<file path="config.mk">
export PLATFORM = sky130hd
export DESIGN_NAME = serial_lane_status_regs
export DESIGN_NICKNAME = d
export VERILOG_FILES = /design/src/lane_health_pkg.sv /design/src/lane_status_if.sv /design/src/lane_status_eval.sv /design/src/serial_lane_status_regs.sv
export SDC_FILE = /design/constraint.sdc
export NUM_CORES = 1
export LEC_CHECK = 0
export BUFFER_PORTS_ARGS = -buffer_cell sky130_fd_sc_hd__buf_2
export CAP_MARGIN = 10
export CORE_UTILIZATION = 40
export CTS_CLUSTER_SIZE = 24
export DETAILED_ROUTE_END_ITERATION = 10
export PLACE_DENSITY = 0.7
export SYNTH_ARGS = -nofsm -noshare
export SYNTH_HDL_FRONTEND = slang
export SYNTH_SLANG_ARGS = --single-unit
export TNS_END_PERCENT = 10
</file>
<file path="constraint.sdc">
create_clock -name sys_clk -period 1.72 [get_ports sys_clk]
set_clock_uncertainty 0.05 [all_clocks]
set_input_delay 0.258 -clock sys_clk [delete_from_list [all_inputs] [get_ports sys_clk]]
set_output_delay 0.258 -clock sys_clk [all_outputs]
set_load 0.02 [all_outputs]
</file>
<file path="src/lane_health_pkg.sv">
// Constants shared by the lane status register block and its evaluators.
package lane_health_pkg;

	// Width of the configuration port address.
	localparam int ADDR_W = 12;

	// Width of a status register and of the error counters and limit.
	localparam int DATA_W = 8;

	// Offsets of the two lane status registers on the configuration port.
	localparam logic [ADDR_W-1:0] LANE2_LINK_HEALTH_OFS = 12'h4b2;
	localparam logic [ADDR_W-1:0] LANE3_LINK_HEALTH_OFS = 12'h4b3;

	// Value of every status register after reset.
	localparam logic [DATA_W-1:0] LINK_HEALTH_RESET = 8'h00;

	// Value returned for a read of an address that holds no register here.
	localparam logic [DATA_W-1:0] UNMAPPED_READ_VALUE = 8'h00;

	// Field positions inside a lane status register.
	localparam int DISPARITY_OVER_LIMIT_BIT     = 7;
	localparam int BAD_CODE_OVER_LIMIT_BIT      = 6;
	localparam int STRAY_CONTROL_OVER_LIMIT_BIT = 5;
	localparam int DESKEW_OK_BIT                = 4;
	localparam int ALIGNMENT_OK_BIT             = 3;
	localparam int CHECKSUM_OK_BIT              = 2;
	localparam int FRAME_LOCKED_BIT             = 1;
	localparam int CODE_GROUP_LOCKED_BIT        = 0;

	// Cycles from a live input change to the status register holding it.
	localparam int STATUS_LATENCY = 1;

	// Cycles from an accepted read to valid read data.
	localparam int READ_LATENCY = 1;

endpackage

</file>
<file path="src/lane_status_if.sv">
// Signals that carry one lane's live status into its evaluator and the result back.
`timescale 1ns/1ps
interface lane_status_if;

	// Live error counts from the lane's counters.
	logic [lane_health_pkg::DATA_W-1:0] disparityCount;
	logic [lane_health_pkg::DATA_W-1:0] badCodeCount;
	logic [lane_health_pkg::DATA_W-1:0] strayControlCount;

	// Shared error-count limit.
	logic [lane_health_pkg::DATA_W-1:0] errorCountLimit;

	// Live synchronisation flags from the lane decoder.
	logic                               deskewOk;
	logic                               alignmentOk;
	logic                               checksumOk;
	logic                               frameLocked;
	logic                               codeGroupLocked;

	// Registered status byte of the lane.
	logic [lane_health_pkg::DATA_W-1:0] statusByte;

	// The register block feeds the inputs and reads the byte.
	modport feed (
		output disparityCount, badCodeCount, strayControlCount, errorCountLimit,
		output deskewOk, alignmentOk, checksumOk, frameLocked, codeGroupLocked,
		input  statusByte
	);

	// The evaluator reads the inputs and produces the byte.
	modport eval (
		input  disparityCount, badCodeCount, strayControlCount, errorCountLimit,
		input  deskewOk, alignmentOk, checksumOk, frameLocked, codeGroupLocked,
		output statusByte
	);

endinterface

</file>
<file path="src/lane_status_eval.sv">
// Evaluator that builds one lane's registered status byte from live inputs.
`timescale 1ns/1ps
module lane_status_eval (
	// Clock, reset and enable.
	input  wire logic  sys_clk,
	input  wire logic  rst_n,
	input  wire logic  clkEn,
	// Lane inputs and status result.
	lane_status_if.eval lane
);

	// All state of the evaluator.
	typedef struct packed {
		logic [lane_health_pkg::DATA_W-1:0] status; // Status byte as software reads it.
	} eval_state_t;

	eval_state_t state_q; // Registered state.
	eval_state_t state_d; // Next state.

	// Compare the live counters with the limit and pack the flags into the byte.
	always_comb begin
		state_d = state_q;
		state_d.status = lane_health_pkg::LINK_HEALTH_RESET;
		state_d.status[lane_health_pkg::DISPARITY_OVER_LIMIT_BIT] =
			(lane.disparityCount >= lane.errorCountLimit);
		state_d.status[lane_health_pkg::BAD_CODE_OVER_LIMIT_BIT] =
			(lane.badCodeCount >= lane.errorCountLimit);
		state_d.status[lane_health_pkg::STRAY_CONTROL_OVER_LIMIT_BIT] =
			(lane.strayControlCount >= lane.errorCountLimit);
		state_d.status[lane_health_pkg::DESKEW_OK_BIT]         = lane.deskewOk;
		state_d.status[lane_health_pkg::ALIGNMENT_OK_BIT]      = lane.alignmentOk;
		state_d.status[lane_health_pkg::CHECKSUM_OK_BIT]       = lane.checksumOk;
		state_d.status[lane_health_pkg::FRAME_LOCKED_BIT]      = lane.frameLocked;
		// Code group lock is copied from the lane input without any gating.
		state_d.status[lane_health_pkg::CODE_GROUP_LOCKED_BIT] = lane.codeGroupLocked;
	end

	// Register the state; the enable freezes it and reset clears every flag.
	always_ff @(posedge sys_clk) begin
		if (!rst_n) begin
			state_q.status <= lane_health_pkg::LINK_HEALTH_RESET;
		end else if (clkEn) begin
			state_q <= state_d;
		end
	end

	// The byte always comes straight from the register.
	assign lane.statusByte = state_q.status;
endmodule

</file>
<file path="src/serial_lane_status_regs.sv">
// Read-only link status registers for serial receiver lanes 2 and 3.
`timescale 1ns/1ps

module serial_lane_status_regs (
	// Clock, reset and clock enable.
	input  wire logic                               sys_clk,
	input  wire logic                               rst_n,
	input  wire logic                               clkEn,
	// Configuration port.
	input  wire logic [lane_health_pkg::ADDR_W-1:0] cfgAddr,
	input  wire logic                               cfgRead,
	input  wire logic                               cfgWrite,
	output logic      [lane_health_pkg::DATA_W-1:0] cfgRdData,
	output logic                                    cfgRdValid,
	// Shared error-count limit.
	input  wire logic [lane_health_pkg::DATA_W-1:0] errorCountLimit,
	// Lane 2 error counters.
	input  wire logic [lane_health_pkg::DATA_W-1:0] lane2DisparityCount,
	input  wire logic [lane_health_pkg::DATA_W-1:0] lane2BadCodeCount,
	input  wire logic [lane_health_pkg::DATA_W-1:0] lane2StrayControlCount,
	// Lane 2 synchronisation flags.
	input  wire logic                               lane2DeskewOk,
	input  wire logic                               lane2AlignmentOk,
	input  wire logic                               lane2ChecksumOk,
	input  wire logic                               lane2FrameLocked,
	input  wire logic                               lane2CodeGroupLocked,
	// Lane 3 error counters.
	input  wire logic [lane_health_pkg::DATA_W-1:0] lane3DisparityCount,
	input  wire logic [lane_health_pkg::DATA_W-1:0] lane3BadCodeCount,
	input  wire logic [lane_health_pkg::DATA_W-1:0] lane3StrayControlCount,
	// Lane 3 synchronisation flags.
	input  wire logic                               lane3DeskewOk,
	input  wire logic                               lane3AlignmentOk,
	input  wire logic                               lane3ChecksumOk,
	input  wire logic                               lane3FrameLocked,
	input  wire logic                               lane3CodeGroupLocked
);

	// Carriers between this block and the two lane evaluators.
	lane_status_if lane2Bus ();
	lane_status_if lane3Bus ();

	// Feed lane 2: counters and the shared limit.
	assign lane2Bus.disparityCount    = lane2DisparityCount;
	assign lane2Bus.badCodeCount      = lane2BadCodeCount;
	assign lane2Bus.strayControlCount = lane2StrayControlCount;
	assign lane2Bus.errorCountLimit   = errorCountLimit;
	// Feed lane 2: synchronisation flags.
	assign lane2Bus.deskewOk          = lane2DeskewOk;
	assign lane2Bus.alignmentOk       = lane2AlignmentOk;
	assign lane2Bus.checksumOk        = lane2ChecksumOk;
	assign lane2Bus.frameLocked       = lane2FrameLocked;
	assign lane2Bus.codeGroupLocked   = lane2CodeGroupLocked;

	// Feed lane 3: counters and the shared limit.
	assign lane3Bus.disparityCount    = lane3DisparityCount;
	assign lane3Bus.badCodeCount      = lane3BadCodeCount;
	assign lane3Bus.strayControlCount = lane3StrayControlCount;
	assign lane3Bus.errorCountLimit   = errorCountLimit;
	// Feed lane 3: synchronisation flags.
	assign lane3Bus.deskewOk          = lane3DeskewOk;
	assign lane3Bus.alignmentOk       = lane3AlignmentOk;
	assign lane3Bus.checksumOk        = lane3ChecksumOk;
	assign lane3Bus.frameLocked       = lane3FrameLocked;
	assign lane3Bus.codeGroupLocked   = lane3CodeGroupLocked;

	// Evaluator that keeps the lane 2 status register.
	lane_status_eval lane2Eval (
		.sys_clk (sys_clk),
		.rst_n   (rst_n),
		.clkEn   (clkEn),
		.lane    (lane2Bus.eval)
	);

	// Evaluator that keeps the lane 3 status register.
	lane_status_eval lane3Eval (
		.sys_clk (sys_clk),
		.rst_n   (rst_n),
		.clkEn   (clkEn),
		.lane    (lane3Bus.eval)
	);

	// All state of the read path.
	typedef struct packed {
		logic [lane_health_pkg::DATA_W-1:0] rdData;  // Data of the last read.
		logic                               rdValid; // One-cycle read answer strobe.
	} read_state_t;

	read_state_t state_q; // Registered state.
	read_state_t state_d; // Next state.

	// Decode a read; writes reach no storage, so they are dropped here.
	always_comb begin
		state_d = state_q;
		state_d.rdValid = 1'b0;
		// Only a read produces an answer; a write alone leaves the port idle.
		if (cfgRead) begin
			state_d.rdValid = 1'b1;
			case (cfgAddr)
				// Lane 2 register.
				lane_health_pkg::LANE2_LINK_HEALTH_OFS: begin
					state_d.rdData = lane2Bus.statusByte;
				end
				// Lane 3 register.
				lane_health_pkg::LANE3_LINK_HEALTH_OFS: begin
					state_d.rdData = lane3Bus.statusByte;
				end
				// Any other address answers with a fixed value.
				default: begin
					state_d.rdData = lane_health_pkg::UNMAPPED_READ_VALUE;
				end
			endcase
		end
	end

	// Register the read path; the enable freezes it, reset clears it.
	always_ff @(posedge sys_clk) begin
		if (!rst_n) begin
			state_q.rdData  <= lane_health_pkg::LINK_HEALTH_RESET;
			state_q.rdValid <= 1'b0;
		end else if (clkEn) begin
			state_q <= state_d;
		end
	end

	// Port outputs come from the registers.
	assign cfgRdData  = state_q.rdData;
	assign cfgRdValid = state_q.rdValid;
endmodule

</file>
After elaboration in Yosys (flattened, before gate mapping)
Index checks and enable logic that the tools add are counted.
W data, S select, Z words.

cells by class
  $add $sub $neg = 0
  multiply operators = 0
  divide/modulo/power cells = 0
  $lt $le $gt $ge = 6
  eq/ne operators = 2
  shifts and indexed selects = 0
  multiplexer cells = 2
  bitwise gates (word level) = 0
  reductions and logical operators = 1

operators with widths
  kind                    count
  $ge A8 B8 Y1            6
  $eq A12 B11 Y1 const B  2
  $pmux W8 S2             1
  $reduce_and A2 Y1       1
  $mux W1                 1

word-level totals
  flip-flop bits (word level) = 25
  latch bits = 0
  memory bits (writable) = 0
  ROM bits = 0
  input port bits = 83
  output and inout port bits = 9
  logic and storage cells = 15
  memories kept = 0

Logic depth before layout (Yosys ltp)
Gate-level depths: netlist of the first run.

  depth in word-level cells = 2
  depth in mapped cells = 6
  mapped depth without buffers = 6

Modules after synthesis
A second synthesis of the first run with hierarchy kept.

unflattened totals
  cell total of the unflattened synthesis = 231
  area total of the unflattened synthesis = 2,070.7 um2

modules (own cells, without submodules)
  module                        instances  cells an instance  area an instance (um2)  sequential area each (um2)
  lane_status_eval (lane2Eval)  1          90                 804.5                   160.2
  lane_status_eval (lane3Eval)  1          91                 803.3                   160.2
  serial_lane_status_regs       1          50                 462.9                   180.2

Worst setup path before layout of the first run
No wires, ideal clock.

  path type = input -> register
  start = input port lane2StrayControlCount[0] (netlist name)
  end = register lane2Eval.state_q (netlist bit lane2Eval.lane.statusByte[5])
  setup time = 120 ps
  arrival = 1,216 ps
  data required time = 1,550 ps
  path slack = 335 ps
  stages = 6
  path buffers = 0
  cells stage by stage = inv_1 ha_1 nand2b_1 a2111oi_0 a211o_1 a21oi_1

on the way
  word-level cells in the longest chain between the ends = 1

RTL lines
  what                  line                           text
  start, declared       serial_lane_status_regs.sv:20  input wire logic [lane_health_pkg::DATA_W-1:0] lane2StrayControlCount,
  $ge A8 B8 Y1          lane_status_eval.sv:29         (lane.strayControlCount >= lane.errorCountLimit);
  end signal, assigned  lane_status_eval.sv:43         state_q <= state_d;
  end, declared         lane_status_eval.sv:17         eval_state_t state_q;

Every way passes these cells.
A chain may end at the register's enable or synchronous reset.

Worst setup path in the final report of the first run
  start = input port errorCountLimit[0] (netlist name)
  end = register lane2Eval.state_q (netlist bit lane2Eval.lane.statusByte[7])

on the way
  word-level cells in the longest chain between the ends = 1

RTL lines
  what             line                           text
  start, declared  serial_lane_status_regs.sv:16  input wire logic [lane_health_pkg::DATA_W-1:0] errorCountLimit,
  $ge A8 B8 Y1     lane_status_eval.sv:25         (lane.disparityCount >= lane.errorCountLimit);

Every way passes these cells.

==> results of run 1 <==
-- logic make-up (layout without fill, tap and decap cells) --
kind of cell,after synthesis,after routing
AOI/OAI and AO/OA,51,51
adders and majority gates,48,48
buffers and inverters,24,116
DFF,25,25
muxes,19,19
and+or+nand+nor,48,48
-- worst min-delay path by stage --
stage | to | slack (ns) | cells after the start
after floorplan | cfgRdValid | 0.34 | 1
after global placement | cfgRdData[4] | 0.38 | 2
after detailed placement | cfgRdData[3] | 0.39 | 2
after CTS | lane2Eval.lane.statusByte[3] | 0.19 | 3
after global routing | lane2Eval.lane.statusByte[0] | 0.20 | 3
final | lane2Eval.lane.statusByte[3] | 0.20 | 3
-- final cells by class --
| cell class | count | area, um2 | area share |
|---|---|---|---|
| clock buffer | 4 | 45.0 | 0.0174 |
| inverter | 19 | 71.3 | 0.0275 |
| timing repair buffer | 93 | 473 | 0.183 |
| tap | 67 | 83.8 | 0.0324 |
| multi-input combinational | 166 | 1420 | 0.547 |
| sequential | 25 | 500 | 0.193 |
-- critical path, cell delays in order --
cell and delay [ns]:
buf_2 0.15, ha_1 0.29, nand2b_1 0.13, a2111oi_0 0.44
a211o_1 0.17, a21oi_1 0.06
-- metrics by stage --
stage	util	cell area, um2	power [mW]	cells
2_1_floorplan	-	2020	0.860	215
3_3_place_gp	0.532	2550	1.00	370
3_5_place_dp	0.532	2550	1.02	370
4_1_cts	0.541	2590	1.36	374
5_1_grt	0.541	2590	1.44	374
6_report	0.541	2590	1.34	374
-- synthesized netlist by cell type (6+ instances only) --
master      n  area share
a211o_1     6       0.026
ha_1       48        0.30
dfxtp_1    25        0.25
o21ai_0    12       0.030
nand3b_1    6       0.022
mux2i_1    19       0.094
inv_1      19       0.035
a21o_1      6       0.022
o21ai_1     8       0.020
a2111oi_0   6       0.026
nor2b_1    11       0.034
nand4_1    12       0.037
a21oi_1    12       0.030
nand2_1     9       0.017
nand2b_1    6       0.019
-- where the power goes --
group          leakage [nW]  total [mW]  switching [mW]  internal [mW]
clock network        0.0228       0.339           0.173          0.165
registers             0.205       0.617          0.0119          0.605
logic                  1.14       0.382           0.184          0.198
-- flip-flops by register name, summed over array words and instances, names as in the netlist --
| name | count |
|---|---|
| cfgRdValid | 1 |
| lane2Eval.lane.statusByte | 8 |
| lane3Eval.lane.statusByte | 8 |
| cfgRdData | 8 |
-- metal layers --
layer	share of wire	up-vias	track usage
met5	0	-	0
met4	0.0063	0	0.0305
met3	0.036	4	0.0345
met2	0.51	40	0.338
met1	0.44	849	0.220
li1	-	988	-
==> reports/metrics.cfg, run 1 <==
[drt]
avgViaCountPerCell=5.03
drcViolationCount=0
num_vias=1881
drt-initial-drc-count=24
ant_nets=0
wire_per_inst_um=12.3
wirelength_mm=4.59
drt_pass1_iterations=4

[critical_path]
endpoint_kind=flip-flop
r2r-end=lane3Eval.lane.statusByte[7]
worstPathRequired_ns=1.83
start_kind=primary input
r2r-start=lane3Eval.lane.statusByte[7]
endpoint=lane2Eval.lane.statusByte[7]
crit_path_max_fanout=6
ff2ff_path_depth=2
cp.arrival_ns=1.51
rrSetupSlack_ns=1.02
cp-startpoint=errorCountLimit[0]
critPathKind=primary input to flip-flop

[clock_network]
cts-htree-levels=1
insertion_delay_ns=0.26
clk_pin_slew_ns=0.08
cts_root_buf=clkbuf_8
cts_buffers=3
cts_tree=built
cts-hold-fix-buffers=0
cts_setup_buffers=0
numClockSinks=25
cts.path.max_buffers=2
cts_resized=0

[global_route]
overflow=0
grt_pass1_wl_mm=7.71
grt.total_usage=0.183
grt_antenna_before_repair=0
grt_pass1_vias=1839
grt_max_degree=16

[floorplan]
core_um2=4790
die_w_um=73.1
die-area_um2=5350
rows=25
ios=92
start_util=0.423
fp.dieH_um=73.1

[timing]
period_needed_ns=1.40
fin_crit_sh=0.816
fmax_mhz=713
relSlewSlack=0.718
setup_violations=0
whs_ns=0.197
setup_tns_ns=0
slew_viol_final=0
rsz0062_at_grt=no
tightest_slew_ns=0.413
hold_viol_final=0
setup_slack_ns=0.317

[synthesis]
yosysUniqueCellTypes=23
postSynth.asyncResetShare=0
synth_xor_xnor_area_share=0
synthSimpleGateAreaFrac=0.153
synth_compound_area_frac=0.157
syn_area_per_cell_um2=9.41
synth_mux_area_frac=0.0940
syn-instance-count=215
syn_nets=346
synth_adder_area_share=0.297
synth_top_flop_cell=dfxtp_1
synth_top_family_by_area=adder cells
yosys_warnings=0
synth_seq_cells=25
seq_area_frac_synth=0.247
synth_edf_count=0
syn_area_um2=2020

[placement]
post-dp-hpwl_mm=3.83
pre_cts_slack_ns=0.0409
io_buffers=90
gp_congestion=0.888

[finish]
fillCellCount=477
final_nets=439
diodes=0
final_common_cell=buf_2
areaGrowthSynthToFinish_pct=28.1
drive_above_1_share=0.322
final_cell_mix=buf_2, ha_1, dfxtp_1, inv_1, mux2i_1

[pwr]
p_leak_nw=1.37
peakVddDrop_mv=0.343
p_per_area_nw_per_um2=516

[run]
cap_violations=0

[min_path]
hold_path_class=primary input to flip-flop
hold_path.startpoint=lane2AlignmentOk

[outcome]
outcome=complete, no violations

Power figures use the tool's default switching activity.
==> inputs of run 2 (changes only) <==
--- a/config.mk
+++ b/config.mk
@@ -10,7 +10,7 @@
 export CORE_UTILIZATION = 40
 export CTS_CLUSTER_SIZE = 24
 export DETAILED_ROUTE_END_ITERATION = 10
-export PLACE_DENSITY = 0.7
+export PLACE_DENSITY = 0.73
 export SYNTH_ARGS = -nofsm -noshare
 export SYNTH_HDL_FRONTEND = slang
 export SYNTH_SLANG_ARGS = --single-unit
==> constraint.sdc (replaced) <==
create_clock -name sys_clk -period 1.28 [get_ports sys_clk]
set_clock_uncertainty 0.05 [all_clocks]
set_input_delay 0.192 -clock sys_clk [delete_from_list [all_inputs] [get_ports sys_clk]]
set_output_delay 0.192 -clock sys_clk [all_outputs]
set_load 0.02 [all_outputs]
==> run 2 against run 1 <==
Sequential power rose by 35%. Critical path type unchanged. Critical path depth did not move. Sequential share of layout area fell by 0.36 points. Largest cell class unchanged. Worst setup slack got worse by 0.25 ns. Clock power rose by 49%. Flip-flop and latch count did not move. Combinational power rose by 47%. Count of clock-buffer cells in the layout fell by 1. Register-to-register slack got worse by 0.47 ns.
==> reports/metrics.cfg, run 2 (same netlist as run 1, synthesis figures left out) <==
[pwr]
total_power_mw=1.90
p_seq_frac=0.439
internal-power_mw=1.32
combPwrFrac=0.296
p_sw_mw=0.573
p_per_area_nw_per_um2=719
p_leak_nw=1.37
peakVddDrop_mv=0.353
p_clk_frac=0.266
switching_share=0.302

[finish]
fillCellCount=458
design_area_um2=2640
drive_above_1_share=0.351
diodes=0
final_nets=440
final_common_cell=buf_2
areaGrowthSynthToFinish_pct=30.5
final_cell_mix=buf_2, ha_1, dfxtp_1, mux2i_1, inv_1

[clock_network]
cts_tree=built
insertion_delay_ns=0.27
numClockSinks=25
cts-hold-fix-buffers=0
cts_setup_buffers=0
cts_resized=0
cts_root_buf=clkbuf_8
cts-htree-levels=1
cts.path.max_buffers=2
clk_pin_slew_ns=0.10
cts_buffers=3

[outcome]
outcome=complete, no violations

[placement]
io_buffers=90
pre_cts_slack_ns=-0.247
gp_congestion=0.776
post-dp-hpwl_mm=4.23
place_area_um2=2590

[timing]
period_needed_ns=1.21
fin_crit_sh=0.948
setup_slack_ns=0.0662
slew_viol_final=0
rsz0062_at_grt=no
tightest_slew_ns=0.607
whs_ns=0.119
fmax_mhz=824
setup_violations=0
relSlewSlack=0.594
hold_viol_final=0
setup_tns_ns=0

[global_route]
top_usage_layer=met2
grt_pass1_wl_mm=8.14
overflow=0
grt_max_degree=16
met2_usage=0.377
grt.total_usage=0.198
met1_usage=0.220
grt_antenna_before_repair=0
grt_pass1_vias=1875
grtUsageMet3=0.0221

[floorplan]
die_w_um=73.1
ios=92
start_util=0.423
core_um2=4790
fp.dieH_um=73.1
die-area_um2=5350
rows=25

[drt]
drt-initial-drc-count=38
drt_pass1_iterations=4
drcViolationCount=0
ant_nets=0
wirelength_mm=4.97
num_vias=1909
wire_per_inst_um=13.2
avgViaCountPerCell=5.09

[critical_path]
worstPathRequired_ns=1.40
cp.arrival_ns=1.33
ff2ff_path_depth=2
start_kind=primary input
endpoint_kind=flip-flop
r2r-end=lane2Eval.lane.statusByte[6]
crit_path_max_fanout=6
critPathKind=primary input to flip-flop
rrSetupSlack_ns=0.55
r2r-start=lane2Eval.lane.statusByte[6]

[min_path]
min_path_cells=3
hold_path_class=primary input to flip-flop
min_to=lane2Eval.lane.statusByte[0]
hold_path.startpoint=lane2CodeGroupLocked

[run]
cap_violations=0

[run 2: changes by cell type in the layout (fill, tap and decap cells not counted), sizes merged]
cell,previous run,this run
buf,93,94
clkbuf,4,3
clkinvlp,0,1
[run 2: metal layers]
layer	vias to the layer above	wire, um
li1	984	-
met1	883	2110
met2	34	2630
met3	8	105
met4	0	120
met5	-	0
[run 2: stage by stage]
| step | util | instances |
|---|---|---|
| after floorplan | - | 215 |
| after global placement | 0.541 | 371 |
| after detailed placement | 0.541 | 371 |
| after CTS | 0.552 | 375 |
| after global routing | 0.552 | 375 |
| final | 0.552 | 375 |
[run 2: worst max-delay path by stage]
stage,start,to,slack (ns)
finish,errorCountLimit[0],lane3Eval.lane.statusByte[7],0.07
global placement,errorCountLimit[0],lane2Eval.lane.statusByte[7],-0.21
global route,errorCountLimit[0],lane3Eval.lane.statusByte[7],0.007
floorplan,lane2BadCodeCount[0],lane2Eval.lane.statusByte[6],-0.007
detailed placement,errorCountLimit[0],lane2Eval.lane.statusByte[7],-0.25
CTS,errorCountLimit[0],lane2Eval.lane.statusByte[7],0.05
[run 2: power by group through the flow]
stage	Clock (mW)	Sequential, mW	Combinational [mW]
detailed placement	0	0.850	0.565
finish	0.504	0.832	0.561
floorplan	0	0.846	0.343
CTS	0.510	0.832	0.567
global placement	0	0.848	0.545
global route	0.538	0.837	0.640
[run 2: area by class of cell]
| class | count | area [um2] | share of cell area |
|---|---|---|---|
| Inverter | 19 | 71.3 | 0.0270 |
| Sequential cell | 25 | 500 | 0.190 |
| Tap cell | 67 | 83.8 | 0.0318 |
| Multi-Input combinational cell | 166 | 1460 | 0.551 |
| Clock inverter | 1 | 7.51 | 0.00284 |
| Timing Repair Buffer | 94 | 480 | 0.182 |
| Clock buffer | 3 | 41.3 | 0.0156 |
[run 2: critical path, stage by stage]
cell and delay [ns]:
buf_2 0.15, ha_1 0.29, nand2b_1 0.15, a2111oi_2 0.36
a211o_1 0.13, a21oi_1 0.05
==> inputs of run 3 (changes only) <==
--- a/config.mk
+++ b/config.mk
@@ -10,7 +10,7 @@
 export CORE_UTILIZATION = 40
 export CTS_CLUSTER_SIZE = 24
 export DETAILED_ROUTE_END_ITERATION = 10
-export PLACE_DENSITY = 0.73
+export PLACE_DENSITY = 0.83
 export SYNTH_ARGS = -nofsm -noshare
 export SYNTH_HDL_FRONTEND = slang
 export SYNTH_SLANG_ARGS = --single-unit
==> run 3 against run 2 <==
Non-clock buffer count up 5. Combinational power is 7.1% higher. Clock power shrank 5.4%. Count of clock-buffer cells in the layout is the same.
==> reports/metrics.cfg, run 3 (same netlist as run 1, synthesis figures left out) <==
[critical_path]
r2r-start=lane3Eval.lane.statusByte[7]
crit_chain=buf_2, ha_1, nand2b_1, a2111oi_2, a211o_1, a21oi_1
worstPathRequired_ns=1.39
endpoint_kind=flip-flop
slowest_delay_ns=0.36
rrSetupSlack_ns=0.56
cp.depth=6
crit_path_max_fanout=6
cp-startpoint=errorCountLimit[0]
endpoint=lane3Eval.lane.statusByte[6]
start_kind=primary input
path_buf_inv=1
critPathKind=primary input to flip-flop
cpMaxStageDelayCell=a2111oi_2
cp.arrival_ns=1.35
r2r-end=lane3Eval.lane.statusByte[7]
cp_top_family=compound AO/OA/AOI/OAI gates
ff2ff_path_depth=2

[timing]
fmax_mhz=807
rsz0062_at_grt=no
tightest_slew_ns=0.296
setup_tns_ns=0
setup_violations=0
hold_viol_final=0
period_needed_ns=1.24
fin_crit_sh=0.968
relSlewSlack=0.802
slew_viol_final=0

[pwr]
p_leak_nw=1.41
p_per_area_nw_per_um2=701
peakVddDrop_mv=0.416

[clock_network]
cts-htree-levels=1
cts.path.max_buffers=2
cts_setup_buffers=0
clk_pin_slew_ns=0.09
numClockSinks=25
cts_tree=built
insertion_delay_ns=0.27
cts_buffers=3
cts_root_buf=clkbuf_8

[finish]
final_nets=445
final_common_cell=buf_2
drive_above_1_share=0.367
areaGrowthSynthToFinish_pct=34.6
post-route-util=0.569
final_cell_mix=buf_2, ha_1, dfxtp_1, inv_1, mux2i_1
diodes=0

[placement]
io_buffers=90
post-dp-hpwl_mm=4.40
gp_congestion=0.888

[drt]
avgViaCountPerCell=5.13
num_vias=1949
ant_nets=0
wire_per_inst_um=14.0
drcViolationCount=0
drt_pass1_iterations=4
wirelength_mm=5.31
drt-initial-drc-count=46

[floorplan]
rows=25
start_util=0.423
fp.dieH_um=73.1
core_um2=4790
die_w_um=73.1
ios=92
die-area_um2=5350

[run]
cap_violations=0

[global_route]
grt_pass1_vias=2025
grt_pass1_wl_mm=8.56
grt_max_degree=16
overflow=0
grt.total_usage=0.209
grt_antenna_before_repair=0

[min_path]
hold_path_class=primary input to flip-flop
hold_path.startpoint=lane3CodeGroupLocked

[outcome]
outcome=complete, no violations

[run 3: cell types whose count changed in the layout (fill, tap and decap cells not counted), sizes merged]
cell and delta:
buf +5
[run 3: worst register-to-register path, cell delays in order, from the launching register on]
cell and delay, ns:
dfxtp_1 0.32, o21ai_0 0.18, a21oi_1 0.07
[run 3: metrics by stage]
step / std cells / setup WS, ns / cell area (um2) / hold WS [ns] / power (mW)
global placement: 376 / -0.210 / 2630 / 0.383 / 1.40
floorplan: 215 / -0.00680 / 2060 / 0.270 / 1.19
CTS: 380 / 0.0289 / 2680 / 0.120 / 1.92
detailed placement: 376 / -0.265 / 2630 / 0.389 / 1.43
finish: 380 / 0.0410 / 2720 / 0.126 / 1.91
global route: 380 / 0.00843 / 2720 / 0.120 / 2.05
[run 3: worst min path at each step]
stage | endpoint | slack [ns] | cells past startpoint
floorplan | cfgRdValid | 0.27 | 1
global placement | cfgRdData[2] | 0.38 | 2
detailed placement | cfgRdData[1] | 0.39 | 2
CTS | lane2Eval.lane.statusByte[1] | 0.12 | 3
global route | lane2Eval.lane.statusByte[1] | 0.12 | 3
finish | lane3Eval.lane.statusByte[0] | 0.13 | 3
[run 3: repair_timing]
action,CTS,global route
endpoints found under the hold margin,0,0
endpoints found under the setup margin,0,3
resized for setup,0,4
hold buffers,0,0
[run 3: area by class of cell]
| type | count | area, um2 |
|---|---|---|
| Inverter | 19 | 71.3 |
| Tap cell | 67 | 83.8 |
| Sequential cell | 25 | 500 |
| Multi-Input combinational cell | 166 | 1500 |
| Clock buffer | 3 | 41.3 |
| Timing Repair Buffer | 99 | 518 |
| Fill cell | 437 | 2060 |
| Clock inverter | 1 | 7.51 |
[run 3: layer usage]
layer / GRT usage / vias up / share of wire
met5: 0 / - / 0
met4: 0.0741 / 0 / 0.021
met3: 0.0345 / 10 / 0.033
met2: 0.388 / 44 / 0.54
met1: 0.237 / 897 / 0.41
li1: - / 998 / -
[run 3: power breakdown]
part           total [mW]  internal [mW]  leakage (nW)  switching (mW)
logic               0.601          0.314          1.18           0.287
clock network       0.477          0.220        0.0217           0.256
registers           0.831          0.813         0.205          0.0175
total                1.91           1.35          1.41           0.561
